`config.mk`:
```
export PLATFORM = sky130hd
export DESIGN_NAME = serial_out_port
export DESIGN_NICKNAME = d
export VERILOG_FILES = /design/src/include/sout_pkg.sv /design/src/hdl/two_entry_buf.sv /design/src/hdl/serial_out_port.sv
export SDC_FILE = /design/constraint.sdc
export NUM_CORES = 1
export LEC_CHECK = 0
export ABC_AREA = 1
export BUFFER_PORTS_ARGS = -buffer_cell sky130_fd_sc_hd__clkbuf_2
export CAP_MARGIN = 20
export CORE_UTILIZATION = 55
export DETAILED_ROUTE_END_ITERATION = 16
export HOLD_SLACK_MARGIN = 0.06
export PLACE_DENSITY = 0.87
export SLEW_MARGIN = 40
export SYNTH_ARGS = -nofsm -noshare
export SYNTH_HDL_FRONTEND = slang
export SYNTH_SLANG_ARGS = --single-unit
```
`constraint.sdc`:
```
create_clock -name clk_i -period 9.6 [get_ports clk_i]
set_clock_uncertainty 0.1 [all_clocks]
set_input_delay 0.96 -clock clk_i [delete_from_list [all_inputs] [get_ports clk_i]]
set_output_delay 0.96 -clock clk_i [all_outputs]
set_load 0.005 [all_outputs]
```
`src/include/sout_pkg.sv`:
```
/*
 * constants for the serial audio output port: register map, field
 * positions, codes and clock ratios.
 * assumes nothing; imported by nobody, used as sout_pkg::name.
 */
package sout_pkg;
  // ---------------------------------------------------------------
  // register map
  // ---------------------------------------------------------------
  localparam logic [6:0] ADDR_FLOW = 7'h03;
  localparam logic [6:0] ADDR_CLKSRC = 7'h04;
  localparam logic [6:0] ADDR_FMT = 7'h06;
  localparam logic [6:0] ADDR_STAT = 7'h7f;
  localparam logic [7:0] FLOW_RST = 8'h00;
  localparam logic [7:0] CLKSRC_RST = 8'h00;
  localparam logic [7:0] FMT_RST = 8'h00;
  // ---------------------------------------------------------------
  // field positions
  // ---------------------------------------------------------------
  localparam int FMT_MASTER = 7;
  localparam int FMT_RATE = 6;
  localparam int FMT_RES_HI = 5;
  localparam int FMT_RES_LO = 4;
  localparam int FMT_JUST = 3;
  localparam int FMT_DEL = 2;
  localparam int FMT_LRPOL = 0;
  localparam int FLOW_SPD_HI = 2;
  localparam int FLOW_SPD_LO = 1;
  localparam int CLK_RATIO_HI = 5;
  localparam int CLK_RATIO_LO = 4;
  // ---------------------------------------------------------------
  // codes
  // ---------------------------------------------------------------
  localparam logic [1:0] RES_24 = 2'h0;
  localparam logic [1:0] RES_20 = 2'h1;
  localparam logic [1:0] RES_16 = 2'h2;
  localparam logic [1:0] RES_RAW = 2'h3;
  localparam logic [1:0] SRC_RATE = 2'h0;
  localparam logic [1:0] SRC_SERIN = 2'h1;
  localparam logic [1:0] SRC_AES = 2'h2;
  localparam logic [1:0] RATIO_384 = 2'h1;
  localparam logic [1:0] RATIO_512 = 2'h2;
  // ---------------------------------------------------------------
  // widths and clock multiples
  // ---------------------------------------------------------------
  localparam int PCM_W = 24;
  localparam int RAW_W = 27;
  localparam int SLOT_W = 28;
  localparam logic [7:0] BITS_24 = 8'h18;
  localparam logic [7:0] BITS_20 = 8'h14;
  localparam logic [7:0] BITS_16 = 8'h10;
  localparam logic [7:0] BITS_RAW = 8'h1c;
  localparam logic [9:0] MCLK_256 = 10'h100;
  localparam logic [9:0] MCLK_384 = 10'h180;
  localparam logic [9:0] MCLK_512 = 10'h200;
  localparam logic [7:0] BCLK_64 = 8'h40;
  localparam logic [7:0] BCLK_128 = 8'h80;
endpackage

```
`src/hdl/two_entry_buf.sv`:
```
/*
 * two-entry buffer with valid and ready on both sides.
 * assumes one clock and a synchronous active-high reset.
 */
module two_entry_buf #(
  parameter int W = 56
) (
  input wire logic clk_i,
  input wire logic sys_rst_i,
  input wire logic in_valid_i,
  output logic in_ready_o,
  input wire logic [W-1:0] in_data_i,
  output logic out_valid_o,
  input wire logic out_ready_i,
  output logic [W-1:0] out_data_o
);
  logic [W-1:0] mem_r [2];
  logic wr_ptr_r;
  logic rd_ptr_r;
  logic [1:0] count_r;
  logic [1:0] count_nxt;
  logic push_w;
  logic pop_w;

  // handshake decode
  assign push_w = in_valid_i & in_ready_o;
  assign pop_w = out_ready_i & out_valid_o;
  assign out_valid_o = (count_r != 2'h0);
  assign out_data_o = mem_r[rd_ptr_r];
  assign count_nxt = count_r + {1'b0, push_w} - {1'b0, pop_w};

  // pointers, fill level, registered ready
  always_ff @(posedge clk_i) begin
    if (sys_rst_i) begin
      wr_ptr_r <= 1'b0;
      rd_ptr_r <= 1'b0;
      count_r <= 2'h0;
      in_ready_o <= 1'b0;
    end else begin
      wr_ptr_r <= wr_ptr_r ^ push_w;
      rd_ptr_r <= rd_ptr_r ^ pop_w;
      count_r <= count_nxt;
      in_ready_o <= (count_nxt != 2'h2);
    end
  end

  // storage
  always_ff @(posedge clk_i) begin
    if (push_w) begin
      mem_r[wr_ptr_r] <= in_data_i;
    end
  end
endmodule // two_entry_buf

```
`src/hdl/serial_out_port.sv`:
```
/*
 * serial audio output port: format registers, source select, master
 * clock generation or slave clock tracking, and the serial shifter.
 * assumes clk_i is the output master clock; pins are synchronised here.
 */
module serial_out_port (
  input wire logic clk_i,
  input wire logic sys_rst_i,
  input wire logic [6:0] reg_addr_i,
  input wire logic [7:0] reg_wdata_i,
  input wire logic reg_wr_i,
  input wire logic reg_rd_i,
  output logic [7:0] reg_rdata_o,
  input wire logic rate_valid_i,
  input wire logic [23:0] rate_left_i,
  input wire logic [23:0] rate_right_i,
  input wire logic serin_valid_i,
  input wire logic [23:0] serin_left_i,
  input wire logic [23:0] serin_right_i,
  input wire logic aes_valid_i,
  input wire logic [23:0] aes_left_i,
  input wire logic [23:0] aes_right_i,
  input wire logic [26:0] aes_raw_left_i,
  input wire logic [26:0] aes_raw_right_i,
  input wire logic aes_block_start_i,
  output logic src_ready_o,
  input wire logic bitclk_i,
  output logic bitclk_o,
  output logic bitclk_oe_o,
  input wire logic wordclk_i,
  output logic wordclk_o,
  output logic wordclk_oe_o,
  output logic serial_data_output_o
);
  localparam int SW = sout_pkg::SLOT_W;
  localparam logic [SW-1:0] SLOT_ZERO = '0;
  localparam int PCM_PAD = sout_pkg::SLOT_W - sout_pkg::PCM_W;

  // ---------------------------------------------------------------
  // helpers
  // ---------------------------------------------------------------
  // clk cycles per bit: master ratio over bit clock multiple
  function automatic logic [7:0] bit_div(input logic [1:0] ratio, input logic rate);
    logic [9:0] m;
    logic [9:0] q;
    m = (ratio == sout_pkg::RATIO_384) ? sout_pkg::MCLK_384 :
        (ratio == sout_pkg::RATIO_512) ? sout_pkg::MCLK_512 : sout_pkg::MCLK_256;
    q = m / {2'h0, (rate ? sout_pkg::BCLK_128 : sout_pkg::BCLK_64)};
    return q[7:0];
  endfunction

  function automatic logic [SW-1:0] pcm_slot(input logic [23:0] s);
    return {s, {PCM_PAD{1'b0}}};
  endfunction

  // ---------------------------------------------------------------
  // registers
  // ---------------------------------------------------------------
  logic [7:0] flow_r;
  logic [7:0] clksrc_r;
  logic [7:0] fmt_r;
  logic master_w;
  logic rate_w;
  logic [1:0] res_w;
  logic [1:0] spd_w;
  logic [1:0] ratio_w;
  logic raw_w;
  logic [7:0] div_w;
  logic [7:0] half_w;
  logic [7:0] width_w;
  logic [7:0] start_w;
  logic [7:0] stat_w;
  logic buf_valid_w;
  logic chan_left_r;

  // field decode
  assign master_w = fmt_r[sout_pkg::FMT_MASTER];
  assign rate_w = fmt_r[sout_pkg::FMT_RATE];
  assign res_w = fmt_r[sout_pkg::FMT_RES_HI:sout_pkg::FMT_RES_LO];
  assign spd_w = flow_r[sout_pkg::FLOW_SPD_HI:sout_pkg::FLOW_SPD_LO];
  assign ratio_w = clksrc_r[sout_pkg::CLK_RATIO_HI:sout_pkg::CLK_RATIO_LO];
  assign raw_w = (res_w == sout_pkg::RES_RAW);
  assign div_w = bit_div(ratio_w, rate_w);
  assign half_w = (rate_w ? sout_pkg::BCLK_128 : sout_pkg::BCLK_64) >> 1;
  assign width_w = (res_w == sout_pkg::RES_20) ? sout_pkg::BITS_20 :
                   (res_w == sout_pkg::RES_16) ? sout_pkg::BITS_16 :
                   raw_w ? sout_pkg::BITS_RAW : sout_pkg::BITS_24;
  assign start_w = (master_w & fmt_r[sout_pkg::FMT_JUST]) ? (half_w - width_w)
                 : {7'h00, fmt_r[sout_pkg::FMT_DEL]};
  assign stat_w = {5'h00, buf_valid_w, chan_left_r, master_w};

  // register writes and registered read data
  always_ff @(posedge clk_i) begin
    if (sys_rst_i) begin
      flow_r <= sout_pkg::FLOW_RST;
      clksrc_r <= sout_pkg::CLKSRC_RST;
      fmt_r <= sout_pkg::FMT_RST;
      reg_rdata_o <= 8'h00;
    end else begin
      if (reg_wr_i && reg_addr_i == sout_pkg::ADDR_FLOW) flow_r <= reg_wdata_i;
      if (reg_wr_i && reg_addr_i == sout_pkg::ADDR_CLKSRC) clksrc_r <= reg_wdata_i;
      if (reg_wr_i && reg_addr_i == sout_pkg::ADDR_FMT) fmt_r <= reg_wdata_i;
      if (reg_rd_i) begin
        case (reg_addr_i)
          sout_pkg::ADDR_FLOW: reg_rdata_o <= flow_r;
          sout_pkg::ADDR_CLKSRC: reg_rdata_o <= clksrc_r;
          sout_pkg::ADDR_FMT: reg_rdata_o <= fmt_r;
          sout_pkg::ADDR_STAT: reg_rdata_o <= stat_w;
          default: reg_rdata_o <= 8'h00;
        endcase
      end
    end
  end

  // ---------------------------------------------------------------
  // source select and buffer
  // ---------------------------------------------------------------
  logic in_valid_w;
  logic [2*SW-1:0] in_data_w;
  logic [2*SW-1:0] buf_data_w;
  logic pop_w;
  logic push_w;

  // source mux, raw resolution always takes aes; otherwise reserved code feeds nothing
  assign in_valid_w = raw_w ? aes_valid_i :
                      (spd_w == sout_pkg::SRC_RATE) ? rate_valid_i :
                      (spd_w == sout_pkg::SRC_SERIN) ? serin_valid_i :
                      (spd_w == sout_pkg::SRC_AES) ? aes_valid_i : 1'b0;
  // raw word with block start in parity slot
  assign in_data_w = raw_w ? {aes_raw_left_i, aes_block_start_i, aes_raw_right_i, aes_block_start_i} :
                     (spd_w == sout_pkg::SRC_SERIN) ? {pcm_slot(serin_left_i), pcm_slot(serin_right_i)} :
                     (spd_w == sout_pkg::SRC_AES) ? {pcm_slot(aes_left_i), pcm_slot(aes_right_i)} :
                     {pcm_slot(rate_left_i), pcm_slot(rate_right_i)};
  assign push_w = in_valid_w & src_ready_o;

  two_entry_buf #(.W(2*SW)) u_buf (
    .clk_i(clk_i),
    .sys_rst_i(sys_rst_i),
    .in_valid_i(in_valid_w),
    .in_ready_o(src_ready_o),
    .in_data_i(in_data_w),
    .out_valid_o(buf_valid_w),
    .out_ready_i(pop_w),
    .out_data_o(buf_data_w)
  );

  // ---------------------------------------------------------------
  // clock tracking and generation
  // ---------------------------------------------------------------
  logic sck_s1_r;
  logic sck_s2_r;
  logic sck_d_r;
  logic lr_s1_r;
  logic lr_s2_r;
  logic lr_last_r;
  logic [7:0] div_cnt_r;
  logic [7:0] div_cnt_nxt;
  logic [7:0] pos_r;
  logic [7:0] pos_nxt;
  logic tick_w;
  logic launch_w;
  logic newch_w;
  logic next_left_w;

  // two-flop pin synchronisers
  always_ff @(posedge clk_i) begin
    sck_s1_r <= bitclk_i;
    sck_s2_r <= sck_s1_r;
    sck_d_r <= sck_s2_r;
    lr_s1_r <= wordclk_i;
    lr_s2_r <= lr_s1_r;
  end

  // launch source by mode
  // at or past the end, so a smaller ratio written mid-count never wraps the counter
  assign tick_w = (div_cnt_r >= div_w - 8'h01);
  assign div_cnt_nxt = (!master_w || tick_w) ? 8'h00 : div_cnt_r + 8'h01;
  assign launch_w = master_w ? tick_w : (sck_d_r & ~sck_s2_r);
  // at or past the slot end: a shorter slot written mid-slot must not stall framing
  assign newch_w = master_w ? (pos_r >= half_w - 8'h01) : (lr_s2_r != lr_last_r);
  assign next_left_w = master_w ? ~chan_left_r : (lr_s2_r ^ fmt_r[sout_pkg::FMT_LRPOL]);
  assign pos_nxt = newch_w ? 8'h00 : (pos_r == 8'hff) ? pos_r : pos_r + 8'h01;

  // divider, slot counter and clock pins
  always_ff @(posedge clk_i) begin
    if (sys_rst_i) begin
      div_cnt_r <= 8'h00;
      pos_r <= 8'h00;
      chan_left_r <= 1'b0;
      lr_last_r <= 1'b0;
      bitclk_o <= 1'b0;
      wordclk_o <= 1'b0;
      bitclk_oe_o <= 1'b0;
      wordclk_oe_o <= 1'b0;
    end else begin
      div_cnt_r <= div_cnt_nxt;
      bitclk_o <= master_w & (div_cnt_nxt >= (div_w >> 1));
      bitclk_oe_o <= master_w;
      wordclk_oe_o <= master_w;
      if (launch_w) begin
        pos_r <= pos_nxt;
        lr_last_r <= lr_s2_r;
        if (newch_w) chan_left_r <= next_left_w;
        if (newch_w && master_w) wordclk_o <= next_left_w ^ fmt_r[sout_pkg::FMT_LRPOL];
      end
    end
  end

  // ---------------------------------------------------------------
  // shifter
  // ---------------------------------------------------------------
  logic [SW-1:0] shreg_r;
  logic [SW-1:0] hold_r;
  logic [SW-1:0] cur_w;
  logic in_win_w;

  assign pop_w = launch_w & newch_w & next_left_w;
  assign cur_w = !(launch_w && newch_w) ? shreg_r :
                 !next_left_w ? hold_r :
                 buf_valid_w ? buf_data_w[2*SW-1:SW] : SLOT_ZERO;
  // bits outside the word read zero
  assign in_win_w = (pos_nxt >= start_w) && (pos_nxt < start_w + width_w);

  // serial data, one bit per launch
  always_ff @(posedge clk_i) begin
    if (sys_rst_i) begin
      shreg_r <= SLOT_ZERO;
      hold_r <= SLOT_ZERO;
      serial_data_output_o <= 1'b0;
    end else if (launch_w) begin
      serial_data_output_o <= in_win_w & cur_w[SW-1];
      shreg_r <= in_win_w ? {cur_w[SW-2:0], 1'b0} : cur_w;
      if (pop_w) hold_r <= buf_valid_w ? buf_data_w[SW-1:0] : SLOT_ZERO;
    end
  end

  // ---------------------------------------------------------------
  // checks
  // ---------------------------------------------------------------
  logic bitclk_d_r;
  logic wordclk_d_r;
  logic [7:0] gap_r;
  logic [7:0] nb_r;
  logic arm0_r;
  logic arm_r;
  logic warm_r;
  logic rise_w;
  logic wchg_w;

  assign rise_w = bitclk_o & ~bitclk_d_r;
  assign wchg_w = wordclk_o ^ wordclk_d_r;

  // pin delays for edge detect, never cleared by writes to avoid false edges
  always_ff @(posedge clk_i) begin
    bitclk_d_r <= bitclk_o;
    wordclk_d_r <= wordclk_o;
  end

  // edge spacing helpers, cleared on any write; second rise arms the period check
  always_ff @(posedge clk_i) begin
    if (sys_rst_i || reg_wr_i) begin
      gap_r <= 8'h00;
      nb_r <= 8'h00;
      arm0_r <= 1'b0;
      arm_r <= 1'b0;
      warm_r <= 1'b0;
    end else begin
      gap_r <= rise_w ? 8'h01 : gap_r + {7'h00, gap_r != 8'hff};
      nb_r <= wchg_w ? 8'h00 : nb_r + {7'h00, rise_w};
      arm0_r <= arm0_r | rise_w;
      arm_r <= arm_r | (rise_w & arm0_r);
      warm_r <= warm_r | wchg_w;
    end
  end
endmodule // serial_out_port

```
==> impl_metrics.csv, run 1 <==
group,metric,value,unit
placed_design,pre_cts_ws,4.604,ns
timing,slew_headroom,48.16,%
clock_tree,numCtsBuffers,25,
clock_tree,postCtsHoldBufs,0,
worst_setup_path,crit_path_end_kind,"register",
die,start_util,56.36,%
timing,layout_min_cycle_time,5.118,ns
die,rows,54,
routing,firstDrtPassIters,6,
placed_design,postPlaceCellArea,13570,sq um
worst_setup_path,start_kind,"register",
finish,area_growth,16.55,%
finish,drive_gt1_share,19.76,%
yosys,syn_area,12340,sq um
power_and_ir_drop,vdd_ir_drop_max,166.7,uV
clock_tree,postCtsSetupRepairBufs,0,
yosys,yosysTopAreaCellShare,26.77,%
clock_tree,cts_tree,"built",
status,status,"completed",
finish,fin_area,14380,sq um
global_routing,grt_max_degree,97,
timing,fin_setup_tns,0,ns
yosys,synth_most_common_cell,"nand2_1",
clock_tree,clk_pin_slew,0.06,ns
clock_tree,root_buffer,"clkbuf_16",
routing,wl,32.69,mm
min_path,worstHoldStart,"lr_s1_r",
yosys,synth.area.top_cells,"edfxtp_1 27%, dfxtp_1 19%, nand2_1 15%",
timing,tightest_slew,0.7776,ns
global_routing,overflow,0,
clock_tree,worst_skew_pair.late_latency,0.54,ns
placed_design,place.gp.congestion,0.8656,
yosys,synth_warnings,0,
worst_setup_path,crit_type,"reg2reg",
worst_setup_path,crit_start,"fmt_r[6]",
power_and_ir_drop,p_total,2.306,mW
routing,drc_errors,0,
yosys,synth_seq_cells,230,
worst_setup_path,rr_startpoint,"fmt_r[6]",
power_and_ir_drop,seqPwrFrac,47.2,%
yosys,async_flop_share,0,%
yosys,synth_common_cells,"501 x nand2_1, 155 x nor2_1, 120 x dfxtp_1, 110 x edfxtp_1, 106 x inv_1",
clock_tree,h-tree-depth,1,
yosys,syn_area_per_cell,7.597,sq um
worst_setup_path,crit_path_max_fanout,31,
yosys,synth_seq_area_share,46.24,%
yosys,synth_fp_nets,1882,
die,die_h,151.8,um
finish,post-route-util,65.69,%
finish,fin_cells,2097,
power_and_ir_drop,p_sw_share,25.05,%
clock_tree,clk_path_buf_depth,3,
run,drv_cap,0,
finish,fin_nets,2059,
placed_design,dpl.hpwl,22.46,mm
placed_design,port_buffers,236,
die,io_pins,237,
worst_setup_path,worstPathArrival,5.40,ns
yosys,yosys_most_used_dff,"dfxtp_1",
power_and_ir_drop,power_switching,577.7,uW
timing,fin_crit_sh,53.31,%
routing,wl_per_cell,15.59,um
routing,antenna_left,0,
power_and_ir_drop,p_int,1.729,mW
yosys,yosysUniqueCellTypes,42,
yosys,synth-edff-count,110,
finish,multi_input_area,5784,sq um
timing,hold-worst-slack,0.2262,ns
routing,via_per_inst,5.622,
global_routing,grt_use_total,28.35,%
power_and_ir_drop,leakagePower,6.382,nW
timing,finalWorstSetupSlack,4.482,ns
power_and_ir_drop,power_frac_clock,41.0,%
clock_tree,clock_sinks,230,
min_path,hp-class,"reg2reg",
die,core_area,21890,sq um
timing,rsz0062_at_grt,"false",
global_routing,grt_pass1_vias,10833,
clock_tree,ctsResizeCount,0,
yosys,synthCells,1624,
power_and_ir_drop,comb_power_share,11.9,%
timing,fmax,195.4,MHz
worst_setup_path,crit_required,9.89,ns
routing,num_vias,11790,
power_and_ir_drop,p_per_area,160.4,nW/um^2
die,die_area,23040,sq um
finish,antennaDiodeCount,0,
timing,slew_violations,0,
placed_design,dpl.cell_count,2054,
global_routing,grt_antenna_before_repair,0,
timing,hold_viol_final,0,
routing,drt_first_iter_violations,958,
yosys,synth_area_leader_cell,"edfxtp_1",
timing,finalSetupViolCount,0,
die,die_x,151.8,um
finish,fill_cells,1798,
finish,register_area,5707,sq um
global_routing,grt_pass1_wl,52.13,mm
[metal layers]
metal	routed length [um]	global-route usage (%)	up-vias
li1	-	-	5773
met1	13350	36.87	5420
met2	16330	48.89	529
met3	2130	3.503	68
met4	883	9.109	0
met5	0	0	-
[registers in the layout (all words and copies together) (netlist names), 2 cells and up]
register       count
u_buf.mem_r      110
hold_r            28
shreg_r           28
clksrc_r           8
div_cnt_r          8
flow_r             8
fmt_r              8
pos_r              8
reg_rdata_o        8
u_buf.count_r      2
[cell usage in the layout (no fill, tap or decap), types with 49 or more instances in the layout]
master    synthesis  final
nand2_1         501    499
o21ai_0          50     49
nor2_1          155    152
a21oi_1         103    103
inv_1           106    105
edfxtp_1        110    110
dfxtp_1         120    119
nand3_1         104    104
clkbuf_2          0    236
o211ai_1         51     51
[critical path, stage by stage, from the launching register on]
cell and delay [ns]:
dfxtp_1 0.39, inv_1 0.16, ha_1 0.23, a21oi_1 0.38, o21ai_0 0.24, a21oi_1 0.21
o21ai_2 0.13, a21o_1 0.18, nand2_1 0.05, inv_1 0.04, ha_1 0.28, nand2_1 0.05
inv_1 0.07, nand4_1 0.12, nand4_1 0.16, nand3_2 0.56, nor2_4 0.36, o21ai_2 0.13
inv_2 0.34, ha_1 0.31, inv_1 0.06, ha_1 0.16, xnor2_1 0.15, a21oi_1 0.09
[layout make-up]
type                       count  share of cell area (%)
clock buffer                  28                   4.429
clock inverter                15                   1.140
inverter                     113                   2.984
multi-input combinational   1179                   40.22
sequential                   230                   39.69
tap                          280                   2.436
timing repair buffer         252                   9.101
[power by group through the flow]
stage          Combinational [mW]  Clock (mW)  Sequential (mW)
4_1_cts                     0.271       0.954             1.09
5_1_grt                     0.305       0.994             1.09
2_1_floorplan               0.176           0             1.10
3_5_place_dp                0.269           0             1.11
3_3_place_gp                0.261           0             1.11
6_report                    0.274       0.945             1.09
[kinds of logic (layout without fill, tap and decap cells)]
group	Yosys count	after routing	synth area share [%]
AND/OR/NAND/NOR	859	859	29.23
AO/OA/AOI/OAI	271	271	12.93
flip-flops	230	230	46.24
buffers and inverters	215	408	7.089
adder cells (fa/ha/maj)	35	35	3.549
XOR/XNOR	12	12	0.8518
other	1	1	0.03039
multiplexers	1	1	0.08113
[worst paths after layout]
| check | to | slack, ns | depth (start not counted) |
|---|---|---|---|
| worst max-delay path | u_buf.in_ready_o | 4.48 | 23 |
| worst min-delay path | lr_s2_r | 0.23 | 0 |
| worst max register to register | u_buf.in_ready_o | 4.48 | 23 |
| worst min register to register | lr_s2_r | 0.23 | 0 |
Note: power is estimated with default switching activity, not from simulation.
==> run 2: changes to the inputs <==
--- a/config.mk
+++ b/config.mk
@@ -8,10 +8,10 @@
 export ABC_AREA = 1
 export BUFFER_PORTS_ARGS = -buffer_cell sky130_fd_sc_hd__clkbuf_2
 export CAP_MARGIN = 20
-export CORE_UTILIZATION = 55
+export CORE_UTILIZATION = 51
 export DETAILED_ROUTE_END_ITERATION = 16
 export HOLD_SLACK_MARGIN = 0.06
-export PLACE_DENSITY = 0.87
+export PLACE_DENSITY = 0.85
 export SLEW_MARGIN = 40
 export SYNTH_ARGS = -nofsm -noshare
 export SYNTH_HDL_FRONTEND = slang
==> constraint.sdc (replaced) <==
create_clock -name clk_i -period 4.55 [get_ports clk_i]
set_clock_uncertainty 0.1 [all_clocks]
set_input_delay 0.455 -clock clk_i [delete_from_list [all_inputs] [get_ports clk_i]]
set_output_delay 0.455 -clock clk_i [all_outputs]
set_load 0.005 [all_outputs]
==> run 2 against run 1 <==
Effect of this change:
- global-route usage fell by 2.3 points
- final cell count rose by 2.7%
- flip-flop and latch count did not move
- critical path type unchanged
- critical endpoint is now bitclk_o
==> impl_metrics.csv, run 2 (same netlist as run 1, synthesis figures left out) <==
group,metric,value,unit
power_and_ir_drop,seqPwrFrac,46.7,%
timing,hold-worst-slack,0.1208,ns
clock_tree,numCtsBuffers,25,
timing,layout_min_cycle_time,4.062,ns
timing,tightest_slew,0.7249,ns
routing,num_vias,11705,
clock_tree,cts_tree,"built",
placed_design,pre_cts_ws,0.4652,ns
finish,largest_reg_flops,110,
finish,top_regs,"u_buf.mem_r (110), hold_r (28), shreg_r (28)",
status,status,"completed",
clock_tree,root_buffer,"clkbuf_16",
clock_tree,worst_skew_pair.late_latency,0.52,ns
timing,hold_viol_final,0,
min_path,worstHoldStart,"aes_raw_right_i[2]",
global_routing,grt_max_degree,82,
timing,finalWorstSetupSlack,0.4878,ns
placed_design,port_buffers,236,
global_routing,grt_use_total,26.00,%
routing,via_per_inst,5.437,
worst_setup_path,crit_type,"reg2reg",
finish,fin_nets,2073,
worst_setup_path,crit_start,"fmt_r[6]",
clock_tree,clk_path_buf_depth,3,
global_routing,overflow,0,
placed_design,place.gp.congestion,0.8635,
routing,firstDrtPassIters,7,
finish,fill_cells,2003,
routing,antenna_left,0,
power_and_ir_drop,comb_power_share,12.1,%
routing,wl,32.87,mm
power_and_ir_drop,leakagePower,6.462,nW
min_path,hp-class,"in2reg",
power_and_ir_drop,p_per_area,336.6,nW/um^2
timing,slew_headroom,51.62,%
die,start_util,52.25,%
die,die_area,24820,sq um
finish,top_register,"u_buf.mem_r",
routing,drt_first_iter_violations,976,
die,die_h,157.5,um
global_routing,use_met1,32.50,%
die,core_area,23610,sq um
worst_setup_path,crit_required,4.83,ns
die,io_pins,237,
finish,mostFrequentLayoutCell,"nand2_1",
clock_tree,clock_sinks,230,
worst_setup_path,crit_path_max_fanout,7,
timing,finalSetupViolCount,0,
power_and_ir_drop,p_int,3.678,mW
die,rows,56,
placed_design,dpl.hpwl,23.10,mm
power_and_ir_drop,power_switching,1.232,mW
finish,area_growth,18.22,%
power_and_ir_drop,p_sw_share,25.09,%
finish,post-route-util,61.77,%
power_and_ir_drop,vdd_ir_drop_max,230.1,uV
global_routing,use_met2,46.46,%
placed_design,postPlaceCellArea,13720,sq um
worst_setup_path,worstPathArrival,4.34,ns
finish,fin_area,14590,sq um
global_routing,grt_pass1_vias,10704,
finish,multi_input_area,5792,sq um
die,die_x,157.5,um
finish,register_area,5707,sq um
routing,drc_errors,0,
clock_tree,clk_pin_slew,0.06,ns
timing,fin_crit_sh,89.28,%
timing,fin_setup_tns,0,ns
run,drv_cap,0,
global_routing,grt-busiest-layer,"met2",
routing,wl_per_cell,15.27,um
timing,rsz0062_at_grt,"false",
global_routing,grt_pass1_wl,51.54,mm
power_and_ir_drop,power_frac_clock,41.2,%
worst_setup_path,crit_path_end_kind,"register",
finish,final_cell_mix,"500 x nand2_1, 236 x clkbuf_2, 152 x nor2_1",
finish,drive_gt1_share,20.46,%
global_routing,use_met3,3.029,%
timing,slew_violations,0,
worst_setup_path,start_kind,"register",
clock_tree,h-tree-depth,1,
global_routing,grt_antenna_before_repair,1,
worst_setup_path,rr_startpoint,"fmt_r[6]",
timing,fmax,246.2,MHz
-- run 2: area by class of cell --
class | instances | area share, %
multi-input cells | 1179 | 39.71
flip-flops and latches | 230 | 39.12
repair buffers | 266 | 9.873
clock buffers | 28 | 4.435
inverters | 113 | 2.942
well taps | 319 | 2.736
clock inverters | 17 | 1.167
diodes | 1 | 0.01716
-- run 2: path summary, 6_finish.rpt --
kind | end | slack [ns] | cells past startpoint
min reg2reg | lr_s2_r | 0.23 | 0
max reg2reg | bitclk_o | 0.49 | 27
min | u_buf.mem_r[1][3] | 0.12 | 3
max | bitclk_o | 0.49 | 27
-- run 2: critical path, stage by stage, from the launching register on --
cell and delay (ns):
dfxtp_1 0.40, inv_1 0.17, ha_1 0.23, a21oi_1 0.12
buf_4 0.17, o21ai_0 0.14, a21oi_1 0.21, o21ai_2 0.14
a21o_1 0.18, nand2_1 0.05, inv_1 0.04, ha_1 0.28
nand2_1 0.06, inv_1 0.04, nand2_1 0.06, nand2_1 0.05
nand2_1 0.05, nand4_1 0.14, buf_4 0.21, inv_1 0.09
nand2_1 0.09, ha_1 0.30, inv_1 0.05, a21boi_0 0.06
o21ai_0 0.16, nand3b_1 0.10, a21oi_1 0.15, nor3_1 0.06
-- run 2: timing repair --
action | CTS | global route
resized for setup | 0 | 0
hold buffers | 2 | 0
hold endpoints to repair | 2 | 0
setup endpoints to repair | 0 | 2
buffers inserted | 0 | 2
-- run 2: metal layers --
layer | up-vias | part of all wire [%]
li1 | 5804 | -
met1 | 5387 | 42
met2 | 462 | 50
met3 | 52 | 6.2
met4 | 0 | 1.9
met5 | - | 0
-- run 2: power by group through the flow --
stage | sequential, mW | clock (mW) | combinational (mW)
floorplan | 2.33 | 0 | 0.371
global placement | 2.33 | 0 | 0.568
detailed placement | 2.34 | 0 | 0.585
CTS | 2.29 | 2.03 | 0.590
global route | 2.30 | 2.11 | 0.656
finish | 2.29 | 2.02 | 0.594
-- run 2: per-stage QoR --
stage	power (mW)	instances
final	4.910	2153
after global routing	5.069	2153
after CTS	4.916	2150
after detailed placement	2.921	2103
after global placement	2.901	2103
after floorplan	2.700	1624
